--- src/hdl/gdi_defines.svh ---
`ifndef GDI_DEFINES_SVH
`define GDI_DEFINES_SVH

// Register offsets on the 7-bit register port
`define GDI_OFS_DRDY_EN 7'h15
`define GDI_OFS_PIN_CFG 7'h16
`define GDI_OFS_ROUTE 7'h18
`define GDI_OFS_SELFTEST 7'h3C

// Data-ready enable register
`define GDI_DRDY_EN_BIT 7
`define GDI_RST_DRDY_EN 8'h00

// Pin configuration register fields
`define GDI_CFG_B_OD_BIT 3
`define GDI_CFG_B_LVL_BIT 2
`define GDI_CFG_A_OD_BIT 1
`define GDI_CFG_A_LVL_BIT 0
`define GDI_CFG_W 4
`define GDI_RST_PIN_CFG 4'h0

// Routing register fields
`define GDI_ROUTE_A_BIT 0
`define GDI_ROUTE_B_BIT 7
`define GDI_RST_ROUTE 8'h00

// Self-test register fields
`define GDI_ST_TRIG_BIT 0
`define GDI_ST_RDY_BIT 1
`define GDI_ST_FAIL_BIT 2
`define GDI_ST_RATE_OK_BIT 4

// Timing
`define GDI_CLK_PERIOD_NS 50
`define GDI_ST_TIME_NS 10000
`define GDI_PULSE_TIME_NS 200

`endif

--- src/hdl/gdi_pkg.sv ---
package gdi_pkg;

    typedef logic [6:0] gdi_addr_t;
    typedef logic [7:0] gdi_byte_t;

    typedef enum logic [1:0]
    {
        GDI_ST_IDLE = 2'b01,
        GDI_ST_RUN = 2'b10
    } gdi_st_state_t;

endpackage : gdi_pkg

--- src/hdl/gdi_pin_if.sv ---
`timescale 1ns/1ps
interface gdi_pin_if;
    logic active;
    logic drive_type;
    logic polarity;
    logic pin_o;
    logic pin_oe;

    modport ctrl
    (
        output active,
        output drive_type,
        output polarity,
        input pin_o,
        input pin_oe
    );

    modport drv
    (
        input active,
        input drive_type,
        input polarity,
        output pin_o,
        output pin_oe
    );
endinterface : gdi_pin_if

--- src/hdl/gdi_pin_drv.sv ---
`timescale 1ns/1ps
module gdi_pin_drv
(
    input wire logic i_clk,
    input wire logic i_rst_n,
    input wire logic i_ce,
    gdi_pin_if.drv pin
);
    import gdi_pkg::*;

    typedef struct packed
    {
        logic o;
        logic oe;
    } gdi_drv_state_t;

    gdi_drv_state_t r_q;
    gdi_drv_state_t r_d;
    logic lvl;

    always_comb
    begin
        r_d = r_q;
        lvl = pin.active ? pin.polarity : ~pin.polarity;
        // Open-drain can only pull low; a high level is left to the pull-up
        if (pin.drive_type)
        begin
            r_d.o = 1'b0;
            r_d.oe = ~lvl;
        end
        else
        begin
            r_d.o = lvl;
            r_d.oe = 1'b1;
        end
    end

    // Reset value matches push-pull, active low, idle
    always_ff @(posedge i_clk or negedge i_rst_n)
    begin
        if (!i_rst_n)
        begin
            r_q <= '{o: 1'b1, oe: 1'b1};
        end
        else if (i_ce)
        begin
            r_q <= r_d;
        end
    end

    assign pin.pin_o = r_q.o;
    assign pin.pin_oe = r_q.oe;
endmodule : gdi_pin_drv

--- src/hdl/gdi_selftest.sv ---
`timescale 1ns/1ps
`include "gdi_defines.svh"
module gdi_selftest
#(
    parameter int ST_CYCLES = 200
)
(
    input wire logic i_clk,
    input wire logic i_rst_n,
    input wire logic i_ce,
    input wire logic i_trig,
    input wire logic i_core_fail,
    output logic o_busy,
    output logic o_rdy,
    output logic o_fail
);
    import gdi_pkg::*;

    localparam int CW = $clog2(ST_CYCLES + 1);

    generate
        if (ST_CYCLES < 1)
        begin : g_bad_cycles
            $error("gdi_selftest: ST_CYCLES must be at least 1");
        end
    endgenerate

    typedef struct packed
    {
        gdi_st_state_t state;
        logic [CW-1:0] cnt;
        logic rdy;
        logic fail;
    } gdi_st_reg_t;

    gdi_st_reg_t r_q;
    gdi_st_reg_t r_d;

    always_comb
    begin
        r_d = r_q;
        unique case (r_q.state)
            GDI_ST_IDLE:
            begin
                if (i_trig)
                begin
                    r_d.state = GDI_ST_RUN;
                    r_d.cnt = CW'(ST_CYCLES);
                    r_d.rdy = 1'b0;
                    r_d.fail = 1'b0;
                end
            end
            GDI_ST_RUN:
            begin
                // Triggers during a run are ignored so the result is not torn
                if (r_q.cnt == CW'(1))
                begin
                    r_d.state = GDI_ST_IDLE;
                    r_d.cnt = '0;
                    r_d.rdy = 1'b1;
                    r_d.fail = i_core_fail;
                end
                else
                begin
                    r_d.cnt = r_q.cnt - CW'(1);
                end
            end
            default:
            begin
                r_d.state = GDI_ST_IDLE;
                r_d.cnt = '0;
            end
        endcase
    end

    always_ff @(posedge i_clk or negedge i_rst_n)
    begin
        if (!i_rst_n)
        begin
            r_q <= '{state: GDI_ST_IDLE, cnt: '0, rdy: 1'b0, fail: 1'b0};
        end
        else if (i_ce)
        begin
            r_q <= r_d;
        end
    end

    assign o_busy = (r_q.state == GDI_ST_RUN);
    assign o_rdy = r_q.rdy;
    assign o_fail = r_q.fail;
endmodule : gdi_selftest

--- src/hdl/gdi_top.sv ---
`timescale 1ns/1ps
`include "gdi_defines.svh"
// How it works
// - Enable zero blocks every data-ready event
// - Enable code raises event per new sample
// - Config bit 3: pin B push-pull/open-drain
// - Config bit 2: pin B active low/high
// - Config bit 1: pin A push-pull/open-drain
// - Config bit 0: pin A active low/high
// - Route zero: event reaches no pin
// - Route 0x01: event on pin A only
// - Route 0x80: event on pin B only
// - Route 0x81: event on both pins
// - Writing trigger bit starts the self-test
// - Ready bit set when self-test finishes
// - Fail bit gives result once ready
// - Rate-ok bit shows proper sensor operation
module gdi_top
#(
    parameter int PULSE_CYCLES =
        (`GDI_PULSE_TIME_NS + `GDI_CLK_PERIOD_NS - 1) / `GDI_CLK_PERIOD_NS,
    parameter int ST_CYCLES =
        (`GDI_ST_TIME_NS + `GDI_CLK_PERIOD_NS - 1) / `GDI_CLK_PERIOD_NS
)
(
    input wire logic i_clk,
    input wire logic i_rst_n,
    input wire logic i_ce,
    input wire logic i_wr_en,
    input wire logic i_rd_en,
    input wire gdi_pkg::gdi_addr_t i_addr,
    input wire gdi_pkg::gdi_byte_t i_wdata,
    input wire logic i_new_sample,
    input wire logic i_st_core_fail,
    input wire logic i_rate_ok,
    output gdi_pkg::gdi_byte_t o_rdata,
    output logic o_rd_valid,
    output logic o_irq_pin_a_o,
    output logic o_irq_pin_a_oe,
    output logic o_irq_pin_b_o,
    output logic o_irq_pin_b_oe
);
    import gdi_pkg::*;

    localparam int PW = $clog2(PULSE_CYCLES + 1);

    generate
        if (PULSE_CYCLES < 1)
        begin : g_bad_pulse
            $error("gdi_top: PULSE_CYCLES must be at least 1");
        end
        if (ST_CYCLES < 1)
        begin : g_bad_st
            $error("gdi_top: ST_CYCLES must be at least 1");
        end
        // Readback pads the field with zeros, so it must stay below a byte
        if (`GDI_CFG_W < 4 || `GDI_CFG_W > 7)
        begin : g_bad_cfg_w
            $error("gdi_top: pin configuration field must be 4 to 7 bits");
        end
    endgenerate

    typedef struct packed
    {
        gdi_byte_t drdy_en;
        logic [`GDI_CFG_W-1:0] pin_cfg;
        gdi_byte_t route;
        logic rate_ok;
        logic [PW-1:0] cnt_a;
        logic [PW-1:0] cnt_b;
        gdi_byte_t rdata;
        logic rd_valid;
    } gdi_top_state_t;

    function automatic logic hit(input gdi_addr_t addr,
                                 input gdi_addr_t ofs);
        hit = (addr == ofs);
    endfunction : hit

    // Restart on a new event, otherwise count the pulse down
    function automatic logic [PW-1:0] pulse_next(input logic start,
                                                 input logic [PW-1:0] cnt);
        if (start)
        begin
            pulse_next = PW'(PULSE_CYCLES);
        end
        else if (cnt != '0)
        begin
            pulse_next = cnt - PW'(1);
        end
        else
        begin
            pulse_next = '0;
        end
    endfunction : pulse_next

    // A pin is live only while its pulse runs and the event may reach it
    function automatic logic pin_live(input logic [PW-1:0] cnt,
                                      input logic en,
                                      input logic routed);
        pin_live = (cnt != '0) && en && routed;
    endfunction : pin_live

    // Reset release through two flops; assertion stays asynchronous
    logic [1:0] rst_sync_q;
    logic rst_n;

    always_ff @(posedge i_clk or negedge i_rst_n)
    begin
        if (!i_rst_n)
        begin
            rst_sync_q <= 2'b00;
        end
        else if (i_ce)
        begin
            rst_sync_q <= {rst_sync_q[0], 1'b1};
        end
    end

    assign rst_n = rst_sync_q[1];

    gdi_top_state_t r_q;
    gdi_top_state_t r_d;

    logic wr_en_reg;
    logic wr_cfg_reg;
    logic wr_route_reg;
    logic st_trig;
    logic drdy_on;
    logic evt;
    logic route_a;
    logic route_b;
    logic st_busy;
    logic st_rdy;
    logic st_fail;
    gdi_byte_t rd_mux;

    gdi_pin_if pin_a ();
    gdi_pin_if pin_b ();

    assign wr_en_reg = i_wr_en && hit(i_addr, `GDI_OFS_DRDY_EN);
    assign wr_cfg_reg = i_wr_en && hit(i_addr, `GDI_OFS_PIN_CFG);
    assign wr_route_reg = i_wr_en && hit(i_addr, `GDI_OFS_ROUTE);

    // Trigger bit write
    // A trigger during a run is refused here as well as in the sequencer
    assign st_trig = i_wr_en && hit(i_addr, `GDI_OFS_SELFTEST) &&
                     i_wdata[`GDI_ST_TRIG_BIT] && !st_busy;

    assign drdy_on = r_q.drdy_en[`GDI_DRDY_EN_BIT];

    assign evt = i_new_sample && drdy_on;

    assign route_a = r_q.route[`GDI_ROUTE_A_BIT];
    assign route_b = r_q.route[`GDI_ROUTE_B_BIT];

    always_comb
    begin
        rd_mux = '0;
        if (hit(i_addr, `GDI_OFS_DRDY_EN))
        begin
            rd_mux = r_q.drdy_en;
        end
        else if (hit(i_addr, `GDI_OFS_PIN_CFG))
        begin
            rd_mux = {{(8 - `GDI_CFG_W){1'b0}}, r_q.pin_cfg};
        end
        else if (hit(i_addr, `GDI_OFS_ROUTE))
        begin
            rd_mux = r_q.route;
        end
        else if (hit(i_addr, `GDI_OFS_SELFTEST))
        begin
            // The trigger bit is write-only and reads as zero
            // Ready bit readback
            rd_mux[`GDI_ST_RDY_BIT] = st_rdy;
            rd_mux[`GDI_ST_FAIL_BIT] = st_fail;
            rd_mux[`GDI_ST_RATE_OK_BIT] = r_q.rate_ok;
        end
    end

    always_comb
    begin
        r_d = r_q;
        if (wr_en_reg)
        begin
            r_d.drdy_en = i_wdata;
        end
        if (wr_cfg_reg)
        begin
            r_d.pin_cfg = i_wdata[`GDI_CFG_W-1:0];
        end
        if (wr_route_reg)
        begin
            r_d.route = i_wdata;
        end
        r_d.rate_ok = i_rate_ok;

        r_d.cnt_a = pulse_next(evt && route_a, r_q.cnt_a);
        r_d.cnt_b = pulse_next(evt && route_b, r_q.cnt_b);

        // Read data is registered, valid one cycle after the request
        r_d.rd_valid = i_rd_en;
        if (i_rd_en)
        begin
            r_d.rdata = rd_mux;
        end
    end

    always_ff @(posedge i_clk or negedge rst_n)
    begin
        if (!rst_n)
        begin
            r_q <= '{drdy_en: `GDI_RST_DRDY_EN,
                     pin_cfg: `GDI_RST_PIN_CFG,
                     route: `GDI_RST_ROUTE,
                     rate_ok: 1'b0,
                     cnt_a: '0,
                     cnt_b: '0,
                     rdata: '0,
                     rd_valid: 1'b0};
        end
        else if (i_ce)
        begin
            r_q <= r_d;
        end
    end

    assign pin_a.active = pin_live(r_q.cnt_a, drdy_on, route_a);
    assign pin_b.active = pin_live(r_q.cnt_b, drdy_on, route_b);

    assign pin_a.drive_type = r_q.pin_cfg[`GDI_CFG_A_OD_BIT];
    assign pin_a.polarity = r_q.pin_cfg[`GDI_CFG_A_LVL_BIT];
    assign pin_b.drive_type = r_q.pin_cfg[`GDI_CFG_B_OD_BIT];
    assign pin_b.polarity = r_q.pin_cfg[`GDI_CFG_B_LVL_BIT];

    gdi_pin_drv u_pin_a
    (
        .i_clk(i_clk),
        .i_rst_n(rst_n),
        .i_ce(i_ce),
        .pin(pin_a)
    );

    gdi_pin_drv u_pin_b
    (
        .i_clk(i_clk),
        .i_rst_n(rst_n),
        .i_ce(i_ce),
        .pin(pin_b)
    );

    gdi_selftest #(
        .ST_CYCLES(ST_CYCLES)
    ) u_selftest
    (
        .i_clk(i_clk),
        .i_rst_n(rst_n),
        .i_ce(i_ce),
        .i_trig(st_trig),
        .i_core_fail(i_st_core_fail),
        .o_busy(st_busy),
        .o_rdy(st_rdy),
        .o_fail(st_fail)
    );

    assign o_rdata = r_q.rdata;
    assign o_rd_valid = r_q.rd_valid;
    assign o_irq_pin_a_o = pin_a.pin_o;
    assign o_irq_pin_a_oe = pin_a.pin_oe;
    assign o_irq_pin_b_o = pin_b.pin_o;
    assign o_irq_pin_b_oe = pin_b.pin_oe;
endmodule : gdi_top
--- config.mk ---
export PLATFORM = sky130hd
export DESIGN_NAME = gdi_top
export DESIGN_NICKNAME = d
export VERILOG_FILES = /design/src/hdl/gdi_pkg.sv /design/src/hdl/gdi_pin_if.sv /design/src/hdl/gdi_pin_drv.sv /design/src/hdl/gdi_selftest.sv /design/src/hdl/gdi_top.sv
export VERILOG_INCLUDE_DIRS = /design/src /design/src/hdl
export SDC_FILE = /design/constraint.sdc
export NUM_CORES = 1
export LEC_CHECK = 0
export ABC_AREA = 1
export BUFFER_PORTS_ARGS = -buffer_cell sky130_fd_sc_hd__buf_2
export CORE_MARGIN = 4
export CORE_UTILIZATION = 55
export CTS_CLUSTER_DIAMETER = 100
export DETAILED_ROUTE_END_ITERATION = 16
export PLACE_DENSITY = 0.75
export SLEW_MARGIN = 25
export SYNTH_ARGS = -nofsm -noshare
export SYNTH_HDL_FRONTEND = slang
export SYNTH_HIERARCHICAL = 1
export SYNTH_SLANG_ARGS = --single-unit
--- constraint.sdc ---
create_clock -name i_clk -period 1.8 [get_ports i_clk]
set_clock_uncertainty 0.05 [all_clocks]
set_input_delay 0.27 -clock i_clk [delete_from_list [all_inputs] [get_ports i_clk]]
set_output_delay 0.27 -clock i_clk [all_outputs]
set_load 0.02 [all_outputs]
# Word-level counts from Yosys, hierarchy flattened
# Index checks and enable logic that the tools add are counted.
# totals
in_bits	23
ff_bits	54
output_inout_bits	13
# classes
mux	23
eq_ne	9
bitwise_logic	4
reduce_logical	24
addsub	3
# op_table
operator	n
8-bit two-way mux	3
7-bit by 5-bit == test with 1-bit output, second input constant	3
10-bit one-hot mux with 2 select lines	1
3-bit two-way mux	5
1-bit logical AND	13
12-bit two-way mux	1
2-bit two-way mux	6
2-bit AND reduction	5
8-bit by 1-bit == test with 1-bit output, second input constant	1
8-bit by 1-bit subtractor with 8-bit output, second input constant	1
7-bit by 6-bit == test with 1-bit output, second input constant	1
1-bit two-way mux	6
3-bit nonzero test	2
3-bit by 1-bit subtractor with 3-bit output, second input constant	2
1-bit inverter	4
2-bit one-hot mux with 2 select lines	1
4-bit AND reduction	1
3-bit AND reduction	1
2-bit by 1-bit == test with 1-bit output, second input constant	1
2-bit == test, second input constant	1
2-bit by 1-bit inequality test with 1-bit output, second input constant	1
2-bit inequality test, second input constant	1
2-bit nonzero test	1
1-bit logical NOT	1

# Logic depth before layout (Yosys ltp)
# depth
word_depth	6
mapped_depth	13
depth_no_buf	12

# Modules after synthesis
# The synthesis kept the hierarchy.
# by_module_without_submodules
module	area_per_inst_um2	cells_each	instances	seq_area_each_um2
gdi_top	2033.2	251	1	950.9
gdi_selftest	764.5	101	1	301.5
gdi_pin_drv	117.6	16	2	52.6

# Worst setup path after synthesis
# Ideal clock, no wire load.
# synth_timing
kind	register to register
start	reg u_selftest/r_q[10] (netlist bit)
end	reg u_selftest.r_q, in the netlist u_selftest/o_fail
n_path_buf	1
slack_ns	-0.065
path_stages_with_launch	12
synth_period_minus_slack_ns	1.865
arrival_ns	1.698
required_ns	1.633
cell_sequence	dfstp_2 -> inv_1 -> ha_1 -> nor4_1 -> inv_1 -> nand2_1 -> nand2_2 -> inv_2 -> buf_6 -> nand3_1 -> nand2_1 -> nand2_1
# synth_between
elab_chain_len	5
# synth_rtl
element	line	text
start: declaration	gdi_selftest.sv:36	gdi_st_reg_t r_q;
start signal: assignment	gdi_selftest.sv:80	r_q <= '{state: GDI_ST_IDLE, cnt: '0, rdy: 1'b0, fail: 1'b0};
start signal: assignment	gdi_selftest.sv:84	r_q <= r_d;
2-bit == test	gdi_selftest.sv:88	assign o_busy = (r_q.state == GDI_ST_RUN);
via st_busy	gdi_top.sv:133	logic st_busy;
1-bit logical NOT	gdi_top.sv:148	i_wdata[`GDI_ST_TRIG_BIT] && !st_busy;
1-bit logical AND	gdi_top.sv:147	assign st_trig = i_wr_en && hit(i_addr, `GDI_OFS_SELFTEST) &&
via st_trig	gdi_top.sv:128	logic st_trig;
2-bit inequality test (no source line)	n/a	
4-bit AND reduction (no source line)	n/a	
# The timed path passes the listed nets, and every way through them passes these cells.
# A chain may end at the register's enable or synchronous reset.

# Worst setup path after layout
# layout_timing
start	reg u_selftest/r_q[10] (netlist bit)
end	reg u_selftest/r_q[2] (netlist bit)
# layout_between
elab_chain_len	5
# layout_rtl
element	line
2-bit == test	gdi_selftest.sv:88
via st_busy	gdi_top.sv:133
1-bit logical NOT	gdi_top.sv:148
1-bit logical AND	gdi_top.sv:147
via st_trig	gdi_top.sv:128
2-bit inequality test (no source line)	n/a
2-bit AND reduction (no source line)	n/a
# The timed path passes the listed nets, and every way through them passes these cells.

==> key figures <==
Setup path
  – Slack of the worst reg-to-reg path: 0.14 ns
  – Worst Reg2Reg Path Length in Cells: 9
  – Source of the worst register-to-register timing path: u_selftest/r_q[10]
  – Critical-path cell with the highest stage delay: dfstp_2
  – Most frequent cell on the critical path: inv_1
  – Endpoint of the worst register-to-register path: u_selftest/r_q[2]
  – Worst endpoint required time: 1.99 ns
  – Startpoint class of the critical path: register
  – Timing startpoint of the critical path: u_selftest/r_q[10]
  – Worst EP arrival: 1.84 ns
  – Sequence of cells on the critical path: inv_1, ha_2, nor4_2, inv_1, nand2_2, nand2_4, nor2_4, nand2_1, o21ai_1
  – Critical Setup Path Class: reg2reg
  – Critical path fanouts, max: 4
  – Worst stage delay on the critical path: 0.53 ns
  – Crit. End Element: register

Yosys
  – Sequential-to-total area share from yosys stat: 44.8%
  – Post-synth ARST share: 100%
  – Total nets after synthesis: 416
  – Number of warnings issued by yosys: 6
  – Synth Instances: 384
  – Average size of a mapped cell: 7.90 um2
  – Most used flip-flop cell after synthesis: dfrtp_1
  – Commonest cells in the synthesized netlist: 115 x nand2_1, 54 x inv_1, 49 x dfrtp_1
  – Largest area contributor in the netlist: dfrtp_1
  – Top-count cell post-synth: nand2_1
  – Count of state elements after synthesis: 54
  – EDFF count, synth: 0
  – Syn Std Cell Area: 3030 um2
  – Yosys cell types: 31
  – Ranking of synthesized cells by area: dfrtp_1 40%, nand2_1 14%, inv_1 6.7%
  – Area share of the largest cell type after synthesis: 40.4%

Timing
  – Final max-slew violation count: 0
  – PnR worst setup slack: 0.145 ns
  – Final-report setup violation count: 0
  – Setup_tns: 0 ns
  – Post-route clock period utilization: 92.0%
  – Number of endpoints with negative hold slack in the final report: 0
  – Setup repair after global routing missed its margin: true
  – Rel. slew slack: 73.8%
  – Min Tclk post-route: 1.66 ns
  – Maximum achievable frequency: 604 MHz
  – Slew at the pin closest to its max-slew limit: 0.390 ns

GRT
  – Antenna violations before repair: 0
  – Global-route wire length before repair: 10.2 mm
  – Number of global-route vias before repair: 2,247
  – Maximum number of pins on one net before global-route repair: 40
  – Residual overflow from global routing: 0
  – Overall routing resource usage: 19.7%

Power
  – Overall power after layout: 3.49 mW
  – Power density cells: 1030 nW/um2
  – Peak supply drop: 869 uV
  – Static leakage: 1.84 nW

Clock network
  – Number of H-tree levels: 2
  – Clock buffer count from CTS: 5
  – CTS Root Buffer Type: clkbuf_8
  – Worst-skew pair later-pin latency: 0.31 ns
  – Maximum count of clock buffers along a single path: 2
  – Clock Sinks: 54
  – Clock transition at the registers of the reported paths: 0.10 ns
  – Clock tree from TritonCTS: built

Drt
  – Routed WL: 5.90 mm
  – Count of unresolved DRC violations after routing: 0
  – Average wire per cell in the routed design: 12.0 um
  – Per-cell via count in the routed design: 4.83
  – Number of DRC markers after the initial detailed-route iteration: 169
  – Vias after detailed routing: 2,374
  – Pre-antenna DRT Iters: 5
  – Post-DRT Antenna Nets: 0

Die
  – Standard-cell row count: 26
  – Height of the die: 82.3 um
  – Top-level port count: 36
  – Core outline area: 5240 um2
  – Overall die area: 6770 um2
  – Die W: 82.3 um
  – Starting utilization of the core area: 57.9%

Hold path
  – Worst hold-check path type: reg2async

Final layout
  – Share of layout cells above drive strength 1: 27.3%
  – Inserted Diodes: 0
  – Total number of nets in the final design: 454
  – Post-synthesis to final-layout area growth: 12.0%

Placement
  – Number of I/O port buffers: 35
  – Final estimated routing congestion in global placement: 0.868
  – Post-placement worst setup slack: -0.0477 ns
  – HPWL after detailed placement: 4.54 mm

Flow run
  – Maximum Capacitance Violations: 0

Run status
  – Run status: complete, no violations
-- stage by stage --
stage | utilization [%] | instance area [um2] | std cells | hold WS, ns
2_1_floorplan | - | 3040 | 384 | -0.0756
3_3_place_gp | 62.2 | 3260 | 483 | 0.00443
3_5_place_dp | 62.2 | 3260 | 483 | 0.00528
4_1_cts | 63.9 | 3350 | 491 | 0.116
5_1_grt | 64.9 | 3400 | 492 | 0.119
6_report | 64.9 | 3400 | 492 | 0.119
-- what timing repair did --
action,in CTS,in global routing
resized for setup,0,13
endpoints found under the hold margin,2,0
pin swaps,0,3
setup endpoints to repair,8,12
buffers inserted,0,1
hold buffers,1,0
-- cells by family (layout without fill, tap and decap cells) --
| family | after synthesis | in the layout | share of synthesized area [%] |
|---|---|---|---|
| and+or+nand+nor | 204 | 204 | 30.0 |
| buffers and inverters | 71 | 109 | 10.6 |
| DFF | 54 | 54 | 44.8 |
| AOI/OAI and AO/OA | 43 | 43 | 10.1 |
| adders and majority gates | 9 | 9 | 3.71 |
| xor gates and xnor gates | 3 | 3 | 0.866 |
-- critical path, delay by kind of cell, from the launching register on --
family,cells,cell delay (ns)
buffers and inverters,2,0.12
AOI/OAI and AO/OA,1,0.13
and+or+nand+nor,5,0.57
adders and majority gates,1,0.18
DFF,1,0.53
-- per-layer routing --
metal,share of wire [%],GRT usage (%),vias up
li1,-,-,1248
met1,47,25.3,1091
met2,48,32.9,30
met3,3.7,4.12,5
met4,1.2,6.48,0
met5,0,0,-
-- placed cells by master, fill, tap and decap left out --
cell,instances
a21oi_1,4
a21oi_2,2
buf_12,1
buf_2,35
buf_4,6
clkbuf_8,5
clkinv_1,1
clkinv_2,3
dfrtp_1,48
dfrtp_2,1
dfstp_2,5
dlygate4sd3_1,1
ha_1,8
ha_2,1
inv_1,53
inv_2,3
inv_6,1
nand2_1,113
nand2_2,16
nand2_4,5
nand3_1,22
nand4_1,2
nor2_1,32
nor2_2,7
nor2_4,4
nor3_1,1
nor4_2,1
o21ai_0,5
o21ai_1,10
o21ai_2,16
o21ai_4,1
o21bai_1,1
o21bai_4,1
o22ai_1,1
o31ai_1,2
or2_2,1
xor2_1,3
-- power by group --
| group | internal (mW) | leakage [nW] | switching [mW] | total [mW] |
|---|---|---|---|---|
| sequential | 1.41 | 0.703 | 0.163 | 1.57 |
| clock | 0.262 | 0.0438 | 0.389 | 0.651 |
| combinational | 0.496 | 1.09 | 0.765 | 1.26 |
-- worst max path at each step --
stage	endpoint	slack (ns)
after floorplan	u_selftest/o_fail	0.01
after global placement	u_selftest/r_q[4]	0.01
after detailed placement	u_selftest/r_q[8]	-0.05
after CTS	u_selftest/r_q[5]	-0.06
after global routing	u_selftest/r_q[2]	-0.008
final	u_selftest/r_q[2]	0.14
-- sequential cells by signal, indices dropped and copies added, names as in the netlist --
signal,flops
pin_b.polarity,1
u_pin_b/pin.pin_oe,1
u_selftest/o_fail,1
u_selftest/r_q,10
pin_a.polarity,1
u_pin_b/pin.pin_o,1
o_rdata,8
o_rd_valid,1
pin_b.drive_type,1
r_q,22
u_pin_a/pin.pin_oe,1
pin_a.drive_type,1
rst_sync_q,2
drdy_on,1
u_selftest/o_rdy,1
u_pin_a/pin.pin_o,1
-- final cells by class --
cell class,instances,area [um2]
timing repair buffer,43,250
clock inverter,2,10.0
clock buffer,5,68.8
fill,467,1840
multi-input combinational,259,1390
sequential,54,1360
tap,70,87.6
inverter,59,228
(Power assumes the default switching activity.)
